$ cat src/hw/cvi_defines.svh
// Address map, field positions, reset values and timing of the codec interface
`ifndef CVI_DEFINES_SVH
`define CVI_DEFINES_SVH

// ----------------------------------------------------------------------
// Data memory addresses of the codec registers
// ----------------------------------------------------------------------
`define CVI_ADDR_CTRL 14'h3FEE
`define CVI_ADDR_RX_DATA 14'h3FED
`define CVI_ADDR_TX_DATA 14'h3FEC
`define CVI_ADDR_ABUF 14'h3FEF
`define CVI_ADDR_RX_BASE 14'h3FEB
`define CVI_ADDR_TX_BASE 14'h3FEA

// ----------------------------------------------------------------------
// Codec control register fields
// ----------------------------------------------------------------------
`define CVI_CTRL_ADC_GAIN_LO 0
`define CVI_CTRL_DAC_GAIN_LSB 2
`define CVI_CTRL_DAC_GAIN_MSB 4
`define CVI_CTRL_PWR_A 5
`define CVI_CTRL_PWR_B 6
`define CVI_CTRL_AUX_SEL 8
`define CVI_CTRL_ADC_GAIN_HI 9
`define CVI_CTRL_OFFSET 10
`define CVI_CTRL_MASK 16'h077D
`define CVI_CTRL_RESET 16'h0000

// ----------------------------------------------------------------------
// Autobuffer control register fields
// ----------------------------------------------------------------------
`define CVI_ABUF_RX_EN 0
`define CVI_ABUF_TX_EN 1
`define CVI_ABUF_ADC_HPF 2
`define CVI_ABUF_DAC_HPF 3
`define CVI_ABUF_LEN_LSB 4
`define CVI_ABUF_LEN_MSB 11
`define CVI_ABUF_MASK 16'h0FFF
`define CVI_ABUF_RESET 16'h0000

// ----------------------------------------------------------------------
// Timing: one word each way per sample period
// ----------------------------------------------------------------------
`define CVI_CLK_PERIOD_NS 100
`define CVI_SAMPLE_PERIOD_NS 125000
`define CVI_SAMPLE_CYC (`CVI_SAMPLE_PERIOD_NS / `CVI_CLK_PERIOD_NS)

`endif

$ cat src/hw/cvi_pkg.sv
// Types shared by the codec interface design
package cvi_pkg;
	// Autobuffer transfer sequencer states
	typedef enum logic [1:0] {
		CVI_DMA_IDLE,
		CVI_DMA_RX_WR,
		CVI_DMA_TX_RD,
		CVI_DMA_TX_CAP
	} cvi_dma_state_t;
endpackage

$ cat src/hw/cvi_codec_if.sv
// Voiceband codec interface: control, sample registers, autobuffer, irqs
// Behaviour
// - Control register lives at address 0x3FEE
// - One of two analog inputs feeds ADC
// - ADC gain code from bits 9 and 0
// - Bit 10 adds ADC modulator offset
// - Selectable DAC high-pass filter enable provided
// - DAC gain from bits 2-4, 3dB steps
// - Receive and transmit data registers exchange samples
// - Autobuffer moves samples to/from data memory
// - Separate receive and transmit interrupt requests
// - Interrupt per word, or per autobuffer block
// - One word each way per 8 kHz period
// - Receive irq after new word is stored
// - Transmit irq when transmit register is free
// - Both irqs together, once per sample period, when neither direction uses the autobuffer
// - Interrupts run once both power bits set
`timescale 1ns/1ns
`include "cvi_defines.svh"

module cvi_codec_if #(
	parameter int SAMPLE_CYC = `CVI_SAMPLE_CYC
) (
	// Clock and reset
	input wire logic i_clk,
	input wire logic i_rst_n,
	// Core data memory access to the mapped registers
	input wire logic [13:0] i_dm_addr,
	input wire logic i_dm_wr,
	input wire logic [15:0] i_dm_wdata,
	output logic [15:0] o_dm_rdata,
	// Autobuffer port into on-chip data memory, read data one cycle late
	output logic o_mem_we,
	output logic o_mem_re,
	output logic [13:0] o_mem_addr,
	output logic [15:0] o_mem_wdata,
	input wire logic [15:0] i_mem_rdata,
	// Converter side
	input wire logic [15:0] i_adc_sample,
	output logic [15:0] o_dac_sample,
	output logic o_aux_input_sel,
	output logic [1:0] o_adc_gain,
	output logic [2:0] o_dac_gain,
	output logic o_adc_offset_en,
	output logic o_adc_hpf_en,
	output logic o_dac_hpf_en,
	output logic o_codec_power_up,
	// Interrupt requests, one-cycle pulses
	output logic o_irq_rx,
	output logic o_irq_tx
);

	// ------------------------------------------------------------------
	// Parameter check
	// ------------------------------------------------------------------
	if (SAMPLE_CYC < 8 || SAMPLE_CYC > 65535) begin : g_bad_period
		$error("SAMPLE_CYC out of range");
	end

	// ------------------------------------------------------------------
	// State
	// ------------------------------------------------------------------
	logic [15:0] ctrl, next_ctrl; // Codec control
	logic [15:0] abuf, next_abuf; // Autobuffer and filter control
	logic [13:0] rx_base, next_rx_base; // Receive block start
	logic [13:0] tx_base, next_tx_base; // Transmit block start
	logic [13:0] rx_ptr, next_rx_ptr; // Next receive word address
	logic [13:0] tx_ptr, next_tx_ptr; // Next transmit word address
	logic [7:0] rx_cnt, next_rx_cnt; // Words done in receive block
	logic [7:0] tx_cnt, next_tx_cnt; // Words done in transmit block
	logic [15:0] rx_data, next_rx_data; // Latest ADC word
	logic [15:0] tx_data, next_tx_data; // Word for next DAC period
	logic [15:0] dac_out, next_dac_out;
	logic [15:0] rdata, next_rdata;
	logic [15:0] cnt, next_cnt; // Sample period counter
	logic irq_rx, next_irq_rx;
	logic irq_tx, next_irq_tx;
	logic mem_we, next_mem_we;
	logic mem_re, next_mem_re;
	logic [13:0] mem_addr, next_mem_addr;
	logic [15:0] mem_wdata, next_mem_wdata;
	cvi_pkg::cvi_dma_state_t state, next_state;

	logic pwr, next_pwr; // Both power bits set, kept in its own flop
	logic tick; // Last cycle of a sample period
	logic rx_ab, tx_ab;
	logic [7:0] blk_last; // Block length minus one

	assign tick = pwr && (cnt == 16'(SAMPLE_CYC - 1));
	assign rx_ab = abuf[`CVI_ABUF_RX_EN];
	assign tx_ab = abuf[`CVI_ABUF_TX_EN];
	assign blk_last = abuf[`CVI_ABUF_LEN_MSB:`CVI_ABUF_LEN_LSB];

	// ------------------------------------------------------------------
	// Converter controls straight from the register flops
	// ------------------------------------------------------------------
	assign o_aux_input_sel = ctrl[`CVI_CTRL_AUX_SEL];
	assign o_adc_gain = {ctrl[`CVI_CTRL_ADC_GAIN_HI],
		ctrl[`CVI_CTRL_ADC_GAIN_LO]};
	assign o_dac_gain = ctrl[`CVI_CTRL_DAC_GAIN_MSB:
		`CVI_CTRL_DAC_GAIN_LSB];
	assign o_adc_offset_en = ctrl[`CVI_CTRL_OFFSET];
	assign o_adc_hpf_en = abuf[`CVI_ABUF_ADC_HPF];
	assign o_dac_hpf_en = abuf[`CVI_ABUF_DAC_HPF];
	assign o_codec_power_up = pwr;
	assign o_dac_sample = dac_out;
	assign o_dm_rdata = rdata;
	assign o_irq_rx = irq_rx;
	assign o_irq_tx = irq_tx;
	assign o_mem_we = mem_we;
	assign o_mem_re = mem_re;
	assign o_mem_addr = mem_addr;
	assign o_mem_wdata = mem_wdata;

	// ------------------------------------------------------------------
	// Sample period timer
	// ------------------------------------------------------------------
	// Held at zero while powered down so the first period is whole
	always_comb begin
		if (!pwr) begin
			next_cnt = 16'h0000;
		end else if (tick) begin
			next_cnt = 16'h0000;
		end else begin
			next_cnt = cnt + 16'h0001;
		end
	end

	always_ff @(posedge i_clk or negedge i_rst_n) begin
		if (!i_rst_n) begin
			cnt <= 16'h0000;
		end else begin
			cnt <= next_cnt;
		end
	end

	// ------------------------------------------------------------------
	// Registers, sample movement, autobuffer sequencer and interrupts
	// ------------------------------------------------------------------
	// Autobuffer traffic has priority over a core write to the transmit
	// register in the same cycle; mixing both on one direction is unsafe.
	always_comb begin
		next_ctrl = ctrl;
		next_abuf = abuf;
		next_rx_base = rx_base;
		next_tx_base = tx_base;
		next_rx_ptr = rx_ptr;
		next_tx_ptr = tx_ptr;
		next_rx_cnt = rx_cnt;
		next_tx_cnt = tx_cnt;
		next_rx_data = rx_data;
		next_tx_data = tx_data;
		next_dac_out = dac_out;
		next_irq_rx = 1'b0;
		next_irq_tx = 1'b0;
		next_mem_we = 1'b0;
		next_mem_re = 1'b0;
		next_mem_addr = mem_addr;
		next_mem_wdata = mem_wdata;
		next_state = state;
		// Core writes; unused bits are dropped, not stored
		if (i_dm_wr) begin
			case (i_dm_addr)
				`CVI_ADDR_CTRL: begin
					next_ctrl = i_dm_wdata & `CVI_CTRL_MASK;
				end
				`CVI_ADDR_ABUF: begin
					next_abuf = i_dm_wdata & `CVI_ABUF_MASK;
				end
				`CVI_ADDR_TX_DATA: begin
					next_tx_data = i_dm_wdata;
				end
				`CVI_ADDR_RX_BASE: begin
					next_rx_base = i_dm_wdata[13:0];
					next_rx_ptr = i_dm_wdata[13:0];
					next_rx_cnt = 8'h00;
				end
				`CVI_ADDR_TX_BASE: begin
					next_tx_base = i_dm_wdata[13:0];
					next_tx_ptr = i_dm_wdata[13:0];
					next_tx_cnt = 8'h00;
				end
				default: begin
					// Writes elsewhere are not ours
				end
			endcase
		end
		// Power state follows the new control word, so the pin is a flop
		next_pwr = next_ctrl[`CVI_CTRL_PWR_A] &
			next_ctrl[`CVI_CTRL_PWR_B];
		// Period end: take ADC word, send staged DAC word
		if (tick) begin
			next_rx_data = i_adc_sample;
			next_dac_out = tx_data;
			next_irq_rx = !rx_ab;
			next_irq_tx = !tx_ab;
		end
		case (state)
			cvi_pkg::CVI_DMA_IDLE: begin
				if (tick && rx_ab) begin
					next_mem_we = 1'b1;
					next_mem_addr = rx_ptr;
					next_mem_wdata = i_adc_sample;
					next_state = cvi_pkg::CVI_DMA_RX_WR;
					if (rx_cnt == blk_last) begin
						next_irq_rx = 1'b1;
						next_rx_ptr = rx_base;
						next_rx_cnt = 8'h00;
					end else begin
						next_rx_ptr = rx_ptr + 14'h0001;
						next_rx_cnt = rx_cnt + 8'h01;
					end
				end else if (tick && tx_ab) begin
					next_mem_re = 1'b1;
					next_mem_addr = tx_ptr;
					next_state = cvi_pkg::CVI_DMA_TX_RD;
				end
			end
			cvi_pkg::CVI_DMA_RX_WR: begin
				// Write done; fetch the next DAC word if needed
				if (tx_ab) begin
					next_mem_re = 1'b1;
					next_mem_addr = tx_ptr;
					next_state = cvi_pkg::CVI_DMA_TX_RD;
				end else begin
					next_state = cvi_pkg::CVI_DMA_IDLE;
				end
			end
			cvi_pkg::CVI_DMA_TX_RD: begin
				next_state = cvi_pkg::CVI_DMA_TX_CAP;
			end
			cvi_pkg::CVI_DMA_TX_CAP: begin
				next_tx_data = i_mem_rdata;
				next_state = cvi_pkg::CVI_DMA_IDLE;
				if (tx_cnt == blk_last) begin
					next_irq_tx = 1'b1;
					next_tx_ptr = tx_base;
					next_tx_cnt = 8'h00;
				end else begin
					next_tx_ptr = tx_ptr + 14'h0001;
					next_tx_cnt = tx_cnt + 8'h01;
				end
			end
			default: begin
				next_state = cvi_pkg::CVI_DMA_IDLE;
			end
		endcase
		// Read mux; unmapped addresses read zero
		case (i_dm_addr)
			`CVI_ADDR_CTRL: next_rdata = ctrl;
			`CVI_ADDR_ABUF: next_rdata = abuf;
			`CVI_ADDR_RX_DATA: next_rdata = rx_data;
			`CVI_ADDR_TX_DATA: next_rdata = tx_data;
			`CVI_ADDR_RX_BASE: next_rdata = {2'h0, rx_base};
			`CVI_ADDR_TX_BASE: next_rdata = {2'h0, tx_base};
			default: next_rdata = 16'h0000;
		endcase
	end

	// State flops other than the period counter, with separate receive and transmit request flops
	always_ff @(posedge i_clk or negedge i_rst_n) begin
		if (!i_rst_n) begin
			ctrl <= `CVI_CTRL_RESET;
			pwr <= 1'b0;
			abuf <= `CVI_ABUF_RESET;
			rx_base <= 14'h0000;
			tx_base <= 14'h0000;
			rx_ptr <= 14'h0000;
			tx_ptr <= 14'h0000;
			rx_cnt <= 8'h00;
			tx_cnt <= 8'h00;
			rx_data <= 16'h0000;
			tx_data <= 16'h0000;
			dac_out <= 16'h0000;
			rdata <= 16'h0000;
			irq_rx <= 1'b0;
			irq_tx <= 1'b0;
			mem_we <= 1'b0;
			mem_re <= 1'b0;
			mem_addr <= 14'h0000;
			mem_wdata <= 16'h0000;
			state <= cvi_pkg::CVI_DMA_IDLE;
		end else begin
			ctrl <= next_ctrl;
			pwr <= next_pwr;
			abuf <= next_abuf;
			rx_base <= next_rx_base;
			tx_base <= next_tx_base;
			rx_ptr <= next_rx_ptr;
			tx_ptr <= next_tx_ptr;
			rx_cnt <= next_rx_cnt;
			tx_cnt <= next_tx_cnt;
			rx_data <= next_rx_data;
			tx_data <= next_tx_data;
			dac_out <= next_dac_out;
			rdata <= next_rdata;
			irq_rx <= next_irq_rx;
			irq_tx <= next_irq_tx;
			mem_we <= next_mem_we;
			mem_re <= next_mem_re;
			mem_addr <= next_mem_addr;
			mem_wdata <= next_mem_wdata;
			state <= next_state;
		end
	end

	// ------------------------------------------------------------------
	// Checks
	// ------------------------------------------------------------------
	// Helper: cycles since the last transmit interrupt
	logic [15:0] gap;
	logic gap_seen;
	always_ff @(posedge i_clk or negedge i_rst_n) begin
		if (!i_rst_n) begin
			gap <= 16'h0000;
			gap_seen <= 1'b0;
		end else begin
			gap <= irq_tx ? 16'h0000 : gap + 16'h0001;
			gap_seen <= gap_seen | irq_tx;
		end
	end

	property p_ctrl_write;
		@(posedge i_clk) disable iff (!i_rst_n)
		i_dm_wr && i_dm_addr == `CVI_ADDR_CTRL |=>
			ctrl == ($past(i_dm_wdata) & `CVI_CTRL_MASK);
	endproperty
	a_ctrl_write: assert property (p_ctrl_write)
		else $error("control register write not stored");

	property p_input_sel;
		@(posedge i_clk) disable iff (!i_rst_n)
		i_dm_wr && i_dm_addr == `CVI_ADDR_CTRL |=>
			o_aux_input_sel == $past(i_dm_wdata[8]);
	endproperty
	a_input_sel: assert property (p_input_sel)
		else $error("input select does not follow bit 8");

	property p_adc_gain;
		@(posedge i_clk) disable iff (!i_rst_n)
		i_dm_wr && i_dm_addr == `CVI_ADDR_CTRL |=>
			o_adc_gain == {$past(i_dm_wdata[9]), $past(i_dm_wdata[0])};
	endproperty
	a_adc_gain: assert property (p_adc_gain)
		else $error("ADC gain code wrong");

	property p_offset;
		@(posedge i_clk) disable iff (!i_rst_n)
		i_dm_wr && i_dm_addr == `CVI_ADDR_CTRL |=>
			o_adc_offset_en == $past(i_dm_wdata[10]);
	endproperty
	a_offset: assert property (p_offset)
		else $error("offset enable does not follow bit 10");

	property p_dac_gain;
		@(posedge i_clk) disable iff (!i_rst_n)
		i_dm_wr && i_dm_addr == `CVI_ADDR_CTRL |=>
			o_dac_gain == $past(i_dm_wdata[4:2]);
	endproperty
	a_dac_gain: assert property (p_dac_gain)
		else $error("DAC gain code wrong");

	property p_rx_word;
		@(posedge i_clk) disable iff (!i_rst_n)
		tick && !rx_ab |=> o_irq_rx && rx_data == $past(i_adc_sample);
	endproperty
	a_rx_word: assert property (p_rx_word)
		else $error("receive irq without new word");

	property p_tx_word;
		@(posedge i_clk) disable iff (!i_rst_n)
		tick && !tx_ab |=> o_irq_tx && o_dac_sample == $past(tx_data);
	endproperty
	a_tx_word: assert property (p_tx_word)
		else $error("transmit irq without DAC update");

	property p_together;
		@(posedge i_clk) disable iff (!i_rst_n)
		!rx_ab && !tx_ab && $past(!rx_ab && !tx_ab) |->
			o_irq_rx == o_irq_tx;
	endproperty
	a_together: assert property (p_together)
		else $error("receive and transmit irqs not together");

	property p_period;
		@(posedge i_clk) disable iff (!i_rst_n)
		o_irq_tx && gap_seen && $past(pwr, 2) && !tx_ab |->
			gap == 16'(SAMPLE_CYC - 1);
	endproperty
	a_period: assert property (p_period)
		else $error("sample period length wrong");

	property p_quiet;
		@(posedge i_clk) disable iff (!i_rst_n)
		!pwr [*2] |-> !o_irq_rx && !o_irq_tx && !o_mem_we && !o_mem_re;
	endproperty
	a_quiet: assert property (p_quiet)
		else $error("activity while powered down");

	property p_power;
		@(posedge i_clk) disable iff (!i_rst_n)
		i_dm_wr && i_dm_addr == `CVI_ADDR_CTRL |=>
			o_codec_power_up ==
				($past(i_dm_wdata[5]) & $past(i_dm_wdata[6]));
	endproperty
	a_power: assert property (p_power)
		else $error("power state does not follow bits 5 and 6");

endmodule

$ cat config.mk
export PLATFORM = sky130hd
export DESIGN_NAME = cvi_codec_if
export DESIGN_NICKNAME = d
export VERILOG_FILES = /design/src/hw/cvi_pkg.sv /design/src/hw/cvi_codec_if.sv
export VERILOG_INCLUDE_DIRS = /design/src /design/src/hw
export SDC_FILE = /design/constraint.sdc
export NUM_CORES = 1
export LEC_CHECK = 0
export ABC_AREA = 1
export BUFFER_PORTS_ARGS = -buffer_cell sky130_fd_sc_hd__buf_2
export CAP_MARGIN = 20
export CELL_PAD_IN_SITES_DETAIL_PLACEMENT = 2
export CELL_PAD_IN_SITES_GLOBAL_PLACEMENT = 2
export CORE_ASPECT_RATIO = 1.4
export CORE_MARGIN = 2
export CORE_UTILIZATION = 36
export DETAILED_ROUTE_END_ITERATION = 16
export GPL_ROUTABILITY_DRIVEN = 0
export PLACE_DENSITY_LB_ADDON = 0.1
export SLEW_MARGIN = 0
export SYNTH_ARGS = -nofsm -noshare
export SYNTH_HDL_FRONTEND = slang
export SYNTH_SLANG_ARGS = --single-unit
$ cat constraint.sdc
create_clock -name i_clk -period 5.08 [get_ports i_clk]
set_clock_uncertainty 0.1 [all_clocks]
set_input_delay 0.254 -clock i_clk [delete_from_list [all_inputs] [get_ports i_clk]]
set_output_delay 0.254 -clock i_clk [all_outputs]
set_load 0.005 [all_outputs]
==> impl_results.md, run 1 <==
* Hold Path Stages at 5
* Final ANT Viol Nets at 0
* Area delta synth->final at 19.9%
* FILL cells at 3446
* Worst path cell trace: ha_1, nand2_1, inv_1, nand2_1, nor2_1, nand2_2, buf_4, inv_1, nand3_1, nand3_2, nand2_1, o21ai_0
* Die area at 31400 um2
* FF-to-FF Start: cnt[0]
* Nets at 1644
* Leakage power figure at 6.72 nW
* Pre-Repair DR Iteration Count at 5
* Path category of the worst min-delay check: input pin to register
* Met3 GRT Util at 2.47%
* Period minus WS final at 2.90 ns
* Number of buffers created by CTS at 24
* Max VDD drop at 0.225 mV
* Final hold violation count at 0
* Leading area contributor after synthesis: dfrtp_1
* Sequential area share after synthesis at 48.8%
* Status: finished, final reports clean
* Most common cell after layout, fill and taps aside: nand2_1
* Hold Crit Start: i_mem_rdata[13]
* CP Launch Type: register
* CTS root buffer: clkbuf_16
* Port Buffer Count at 140
* Die Ht at 209 um
* Max FO, Critical Path at 68
* GR peak layer: met2
* # rows at 75
* Worst skew pair latency at 0.53 ns
* Worst-Margin Slew at 1.02 ns
* Chip Width at 150 um
* Num ports at 141
* Detailed Place HPWL at 30200 um
* Yosys warns at 0
* Setup CP Type: register to register
* Starting Density at 36.2%
* Place WS at 2.15 ns
* Avg Synthesized Cell Area at 7.62 um2
* Vias after detailed routing at 10400
* Worst r2r path cells at 12
* PnR worst setup slack at 2.18 ns
* Routed wire per std cell at 21.7 um
* CTS resizes at 0
* CTS tree: done
* Vias in the first global route at 11400
* Clock transition at path regs at 0.07 ns
* Worst EP required at 5.38 ns
* Worst slew margin at 31.7%
* Final period util at 57.1%
* Layout cells sized above 1 at 13.1%
* CTS Hold Bufs at 45
* Clock Tree Buf Depth at 3
* Slew Viols, Final at 0
* Setup bufs post-CTS at 0
* R2R setup slack at 2.18 ns
* Final setup fails at 0
* Grt ovf at 0
* FF+latch count, synth at 210
* Crit-path slowest cell: buf_4
* Maxcap violations at 0
* Cells after Synth at 1415
* Synth cell types at 36
* Area share of the largest cell type after synthesis at 48.8%
* Detailed-route DRC error count at 0
* CP Data Arrival Time at 3.20 ns
* Final setup TNS at 0 ns
* Global routing usage on met1 at 33.9%
* Mapped Nets at 1486
* PD cells at 287 nW/um2
* Biggest cell delay along the critical path at 0.56 ns
* Synthesized cell area at 10800 um2
* Hold Path End: tx_data[13]
* Fmax achieved at 0.345 GHz
* Most used cell, CP: nand2_1
* H-tree depth at 1
* Sink Count at 210
* Initial DRC count at 415
* RSZ-0062 raised after global routing: false
* Critical Path Sink Type: register
* Crit Reg-Reg Endpoint: o_mem_addr[2]
* Vias per inst at 5.28
* Core Box Area at 29700 um2
* Synth area leaders: dfrtp_1 (49%), nand2_1 (16%), nand3_1 (6.7%), o21ai_0 (6.2%), inv_1 (4.9%)
* Most frequent cells in the layout: nand2_1 (468), dfrtp_1 (210), nand3_1 (144)
* Initial antenna violation count at 0
* First-pass GRT wire length at 66600 um
* GR Util met2 at 49.7%
* Tot GR Track Use at 27.6%
* Post-Route WL at 42700 um
* Largest net degree at the start of global routing at 145
* Diode count at 0
==> stage by stage <==
stage          instances  utilization [%]  power [W]  area [um2]  hold WS [ns]
6_report            1971             43.5    0.00371       12900        0.0106
5_1_grt             1971             43.5    0.00384       12900        0.0171
4_1_cts             1971             43.5    0.00374       12900      0.000765
3_5_place_dp        1887             39.4    0.00198       11700         0.133
3_3_place_gp        1887             39.4    0.00197       11700         0.131
2_1_floorplan       1415                -    0.00186       10800        -0.142
==> report_power, final <==
part	total, W	leakage, nW	switching, W	internal [W]
combinational	0.000244	3.78	0.000153	0.0000912
clock	0.00173	0.373	0.000729	0.00100
sequential	0.00174	2.57	0.0000362	0.00170
total	0.00371	6.72	0.000918	0.00279
==> critical path, delay by kind of cell, from the launching register on <==
kind                       cells  cell delay, ns
and+or+nand+nor                7            1.19
buffers and inverters          3            0.73
DFF                            1            0.41
adders and majority gates      1            0.21
AOI/OAI and AO/OA              1            0.10
==> synthesized netlist by cell type <==
cell type,count
nand4_1,41
buf_6,6
nor3b_1,1
buf_1,2
buf_4,9
nor2_2,6
and2_1,2
nor2_8,1
o22ai_1,6
nor2_1,79
a31oi_1,2
a21oi_2,1
nor3_2,2
nand3_2,1
nand3_1,144
clkbuf_1,24
dfrtp_1,210
xnor2_1,12
inv_2,2
nor3_4,1
inv_1,142
buf_2,22
o21ai_0,134
o21ai_1,17
nand2_2,2
nand2_4,2
xor2_1,16
a21oi_1,17
ha_1,6
clkbuf_2,1
nor3_1,18
and3_1,1
or2_2,3
nand2_1,468
nand4_2,1
nand3b_1,13
==> worst max-delay path by stage <==
stage                     slack (ns)            end   start  cells past startpoint
after global routing            1.78  o_mem_addr[2]  cnt[1]                     13
after global placement          2.27  o_mem_addr[3]  cnt[0]                     12
after CTS                       2.11  o_mem_addr[2]  cnt[0]                     12
after floorplan                 3.32      rx_ptr[0]  cnt[1]                     13
final                           2.18  o_mem_addr[2]  cnt[0]                     12
after detailed placement        2.15  o_mem_addr[2]  cnt[0]                     12
==> cell families after synthesis <==
| group | share of synthesized area, % |
|---|---|
| flops | 48.8 |
| simple gates | 31.7 |
| compound gates | 8.35 |
| fa+ha+maj | 0.697 |
| buf+inv | 8.24 |
| xor+xnor | 2.28 |
==> layer usage <==
metal | share of wire [%] | up-vias
met1 | 41 | 5279
li1 | - | 4861
met3 | 2.9 | 64
met5 | 0 | -
met4 | 3.7 | 0
met2 | 52 | 194
==> area by class of cell <==
type	instances	area (um2)	share of cell area, %
clock inverter	5	53.8	0.416
sequential	210	5260	40.7
clock buffer	34	699	5.41
tap	385	482	3.73
inverter	144	541	4.18
timing repair buffer	196	1260	9.72
multi-input combinational	997	4640	35.9
==> state kept, by name (all words and copies together) (netlist names) <==
register	count
o_codec_power_up	1
state	2
o_irq_tx	1
tx_cnt	8
cnt	16
tx_ptr	14
rx_ptr	14
rx_base	14
o_mem_addr	14
o_mem_re	1
abuf	12
o_dm_rdata	16
o_irq_rx	1
o_mem_wdata	16
ctrl	9
tx_base	14
rx_cnt	8
o_mem_we	1
o_dac_sample	16
rx_data	16
tx_data	16
Power figures use the tool's default switching activity.
==> inputs of run 2 (changes only) <==
--- a/config.mk
+++ b/config.mk
@@ -13,7 +13,7 @@
 export CELL_PAD_IN_SITES_GLOBAL_PLACEMENT = 2
 export CORE_ASPECT_RATIO = 1.4
 export CORE_MARGIN = 2
-export CORE_UTILIZATION = 36
+export CORE_UTILIZATION = 30
 export DETAILED_ROUTE_END_ITERATION = 16
 export GPL_ROUTABILITY_DRIVEN = 0
 export PLACE_DENSITY_LB_ADDON = 0.1
==> constraint.sdc (replaced) <==
create_clock -name i_clk -period 2.4 [get_ports i_clk]
set_clock_uncertainty 0.1 [all_clocks]
set_input_delay 0.12 -clock i_clk [delete_from_list [all_inputs] [get_ports i_clk]]
set_output_delay 0.12 -clock i_clk [all_outputs]
set_load 0.005 [all_outputs]
==> impl_results.md, run 2 (same netlist as run 1, synthesis figures left out) <==
* CP Launch Type: register
* Final ANT Viol Nets at 0
* Final period util at 88.7%
* Period minus WS final at 2.13 ns
* Vias in the first global route at 11400
* Most frequent cells in the layout: nand2_1 (468), dfrtp_1 (210), nand3_1 (144)
* Final setup TNS at 0 ns
* CP Data Arrival Time at 2.45 ns
* Die Ht at 228 um
* Fmax achieved at 0.470 GHz
* Final core utilization at 38.0%
* PD cells at 630 nW/um2
* Final hold violation count at 0
* CTS tree: done
* # rows at 82
* Max VDD drop at 0.443 mV
* Worst skew pair latency at 0.54 ns
* Diode count at 0
* Hold Path Stages at 5
* Post-Route WL at 42700 um
* Register area at 5260 um2
* Tot GR Track Use at 23.1%
* Worst r2r path cells at 14
* Worst EP required at 2.72 ns
* Pre-Repair DR Iteration Count at 4
* Starting Density at 30.3%
* Crit Reg-Reg Endpoint: rx_cnt[0]
* Final setup fails at 0
* Most common cell after layout, fill and taps aside: nand2_1
* H-tree depth at 1
* Initial DRC count at 420
* Layout cells sized above 1 at 14.9%
* Port Buffer Count at 140
* Final instance area at 13500 um2
* Sink Count at 210
* Setup CP Type: register to register
* Slew Viols, Final at 0
* Max FO, Critical Path at 20
* CTS root buffer: clkbuf_16
* Hold Path End: o_dm_rdata[13]
* Core Box Area at 35600 um2
* Initial antenna violation count at 0
* Die area at 37500 um2
* Combinational share of power at 6.3%
* Worst slew margin at 57.5%
* R2R setup slack at 0.27 ns
* Detailed-route DRC error count at 0
* Hold Crit Start: i_dm_addr[3]
* FF-to-FF Start: cnt[1]
* Vias per inst at 4.97
* Seq pwr share at 43.2%
* Setup bufs post-CTS at 0
* RSZ-0062 raised after global routing: false
* Status: finished, final reports clean
* Routed wire per std cell at 20.5 um
* Psw at 0.00203 W
* Clock Tree Buf Depth at 3
* Worst-Margin Slew at 0.633 ns
* Clock power share at 50.5%
* Area of the multi-input gates at 4630 um2
* Num ports at 141
* Detailed Place HPWL at 31400 um
* Critical Path Sink Type: register
* Grt ovf at 0
* Area delta synth->final at 25.5%
* FILL cells at 4126
* Maxcap violations at 0
* Nets at 1677
* Sw Share at 23.8%
* Cell area after placement at 12100 um2
* Pint at 0.00649 W
* Leakage power figure at 6.97 nW
* Largest net degree at the start of global routing at 80
* First-pass GRT wire length at 66900 um
* Path category of the worst min-delay check: input pin to register
* Number of buffers created by CTS at 25
* Chip Width at 164 um
* Clock transition at path regs at 0.06 ns
* Total power at 0.00852 W
* Vias after detailed routing at 10400
-- run 2: changes by cell type in the layout (fill, tap and decap cells not counted), moves of 2 or more --
cell	before	now
buf_12	1	8
buf_4	10	29
bufinv_16	1	6
clkbuf_1	5	2
clkinv_2	3	5
clkinvlp_4	0	2
dlygate4sd3_1	45	51
-- run 2: worst max-delay path by stage --
stage                 startpoint              to
floorplan                 cnt[1]       rx_ptr[0]
global placement    i_dm_addr[9]  o_dm_rdata[10]
detailed placement        cnt[1]       rx_cnt[0]
CTS                       cnt[1]       rx_cnt[0]
global route              cnt[1]       rx_cnt[0]
finish                    cnt[1]       rx_cnt[0]
-- run 2: area by class of cell --
class	count	area share, %
clock inverters	14	1.69
well taps	462	4.27
multi-input cells	997	34.3
clock buffers	31	5.09
inverters	144	4.00
repair buffers	228	11.8
flip-flops and latches	210	38.9
-- run 2: critical path: stages, from the launching register on --
cell and delay (ns):
dfrtp_1 0.40, inv_1 0.06, ha_1 0.13, nand2_1 0.05, inv_1 0.06, nand2_1 0.05
nor2_1 0.12, nand2_2 0.15, nor2_8 0.18, nand2_4 0.16, inv_1 0.15, buf_12 0.17
nor2_1 0.07, nand2_1 0.08, o21ai_1 0.07
-- run 2: what timing repair did --
action,4_1_cts,5_1_grt
gates resized for setup,0,0
endpoints found under the hold margin,324,0
hold buffers,52,0
-- run 2: layer usage --
| layer | track usage [%] | wire (um) | part of all wire [%] |
|---|---|---|---|
| met1 | 29.2 | 18400 | 43 |
| met2 | 41.9 | 21900 | 51 |
| met3 | 2.15 | 1380 | 3.2 |
| met4 | 6.00 | 1060 | 2.5 |
| met5 | 0 | 0 | 0 |
-- run 2: through the flow --
step | worst slack (ns) | hold slack (ns) | instances
after global placement | 0.221 | -0.0605 | 1989
after CTS | 0.275 | 0.000759 | 2086
after floorplan | 0.645 | -0.276 | 1415
after global routing | 0.0431 | 0.0466 | 2086
final | 0.270 | 0.00773 | 2086
after detailed placement | 0.274 | -0.0607 | 1989
-- run 2: power by group through the flow --
stage | sequential [W] | combinational, W | clock [W]
detailed placement | 0.00374 | 0.000464 | 0
global placement | 0.00374 | 0.000448 | 0
finish | 0.00368 | 0.000533 | 0.00430
CTS | 0.00368 | 0.000542 | 0.00440
global route | 0.00369 | 0.000607 | 0.00454
floorplan | 0.00372 | 0.000218 | 0
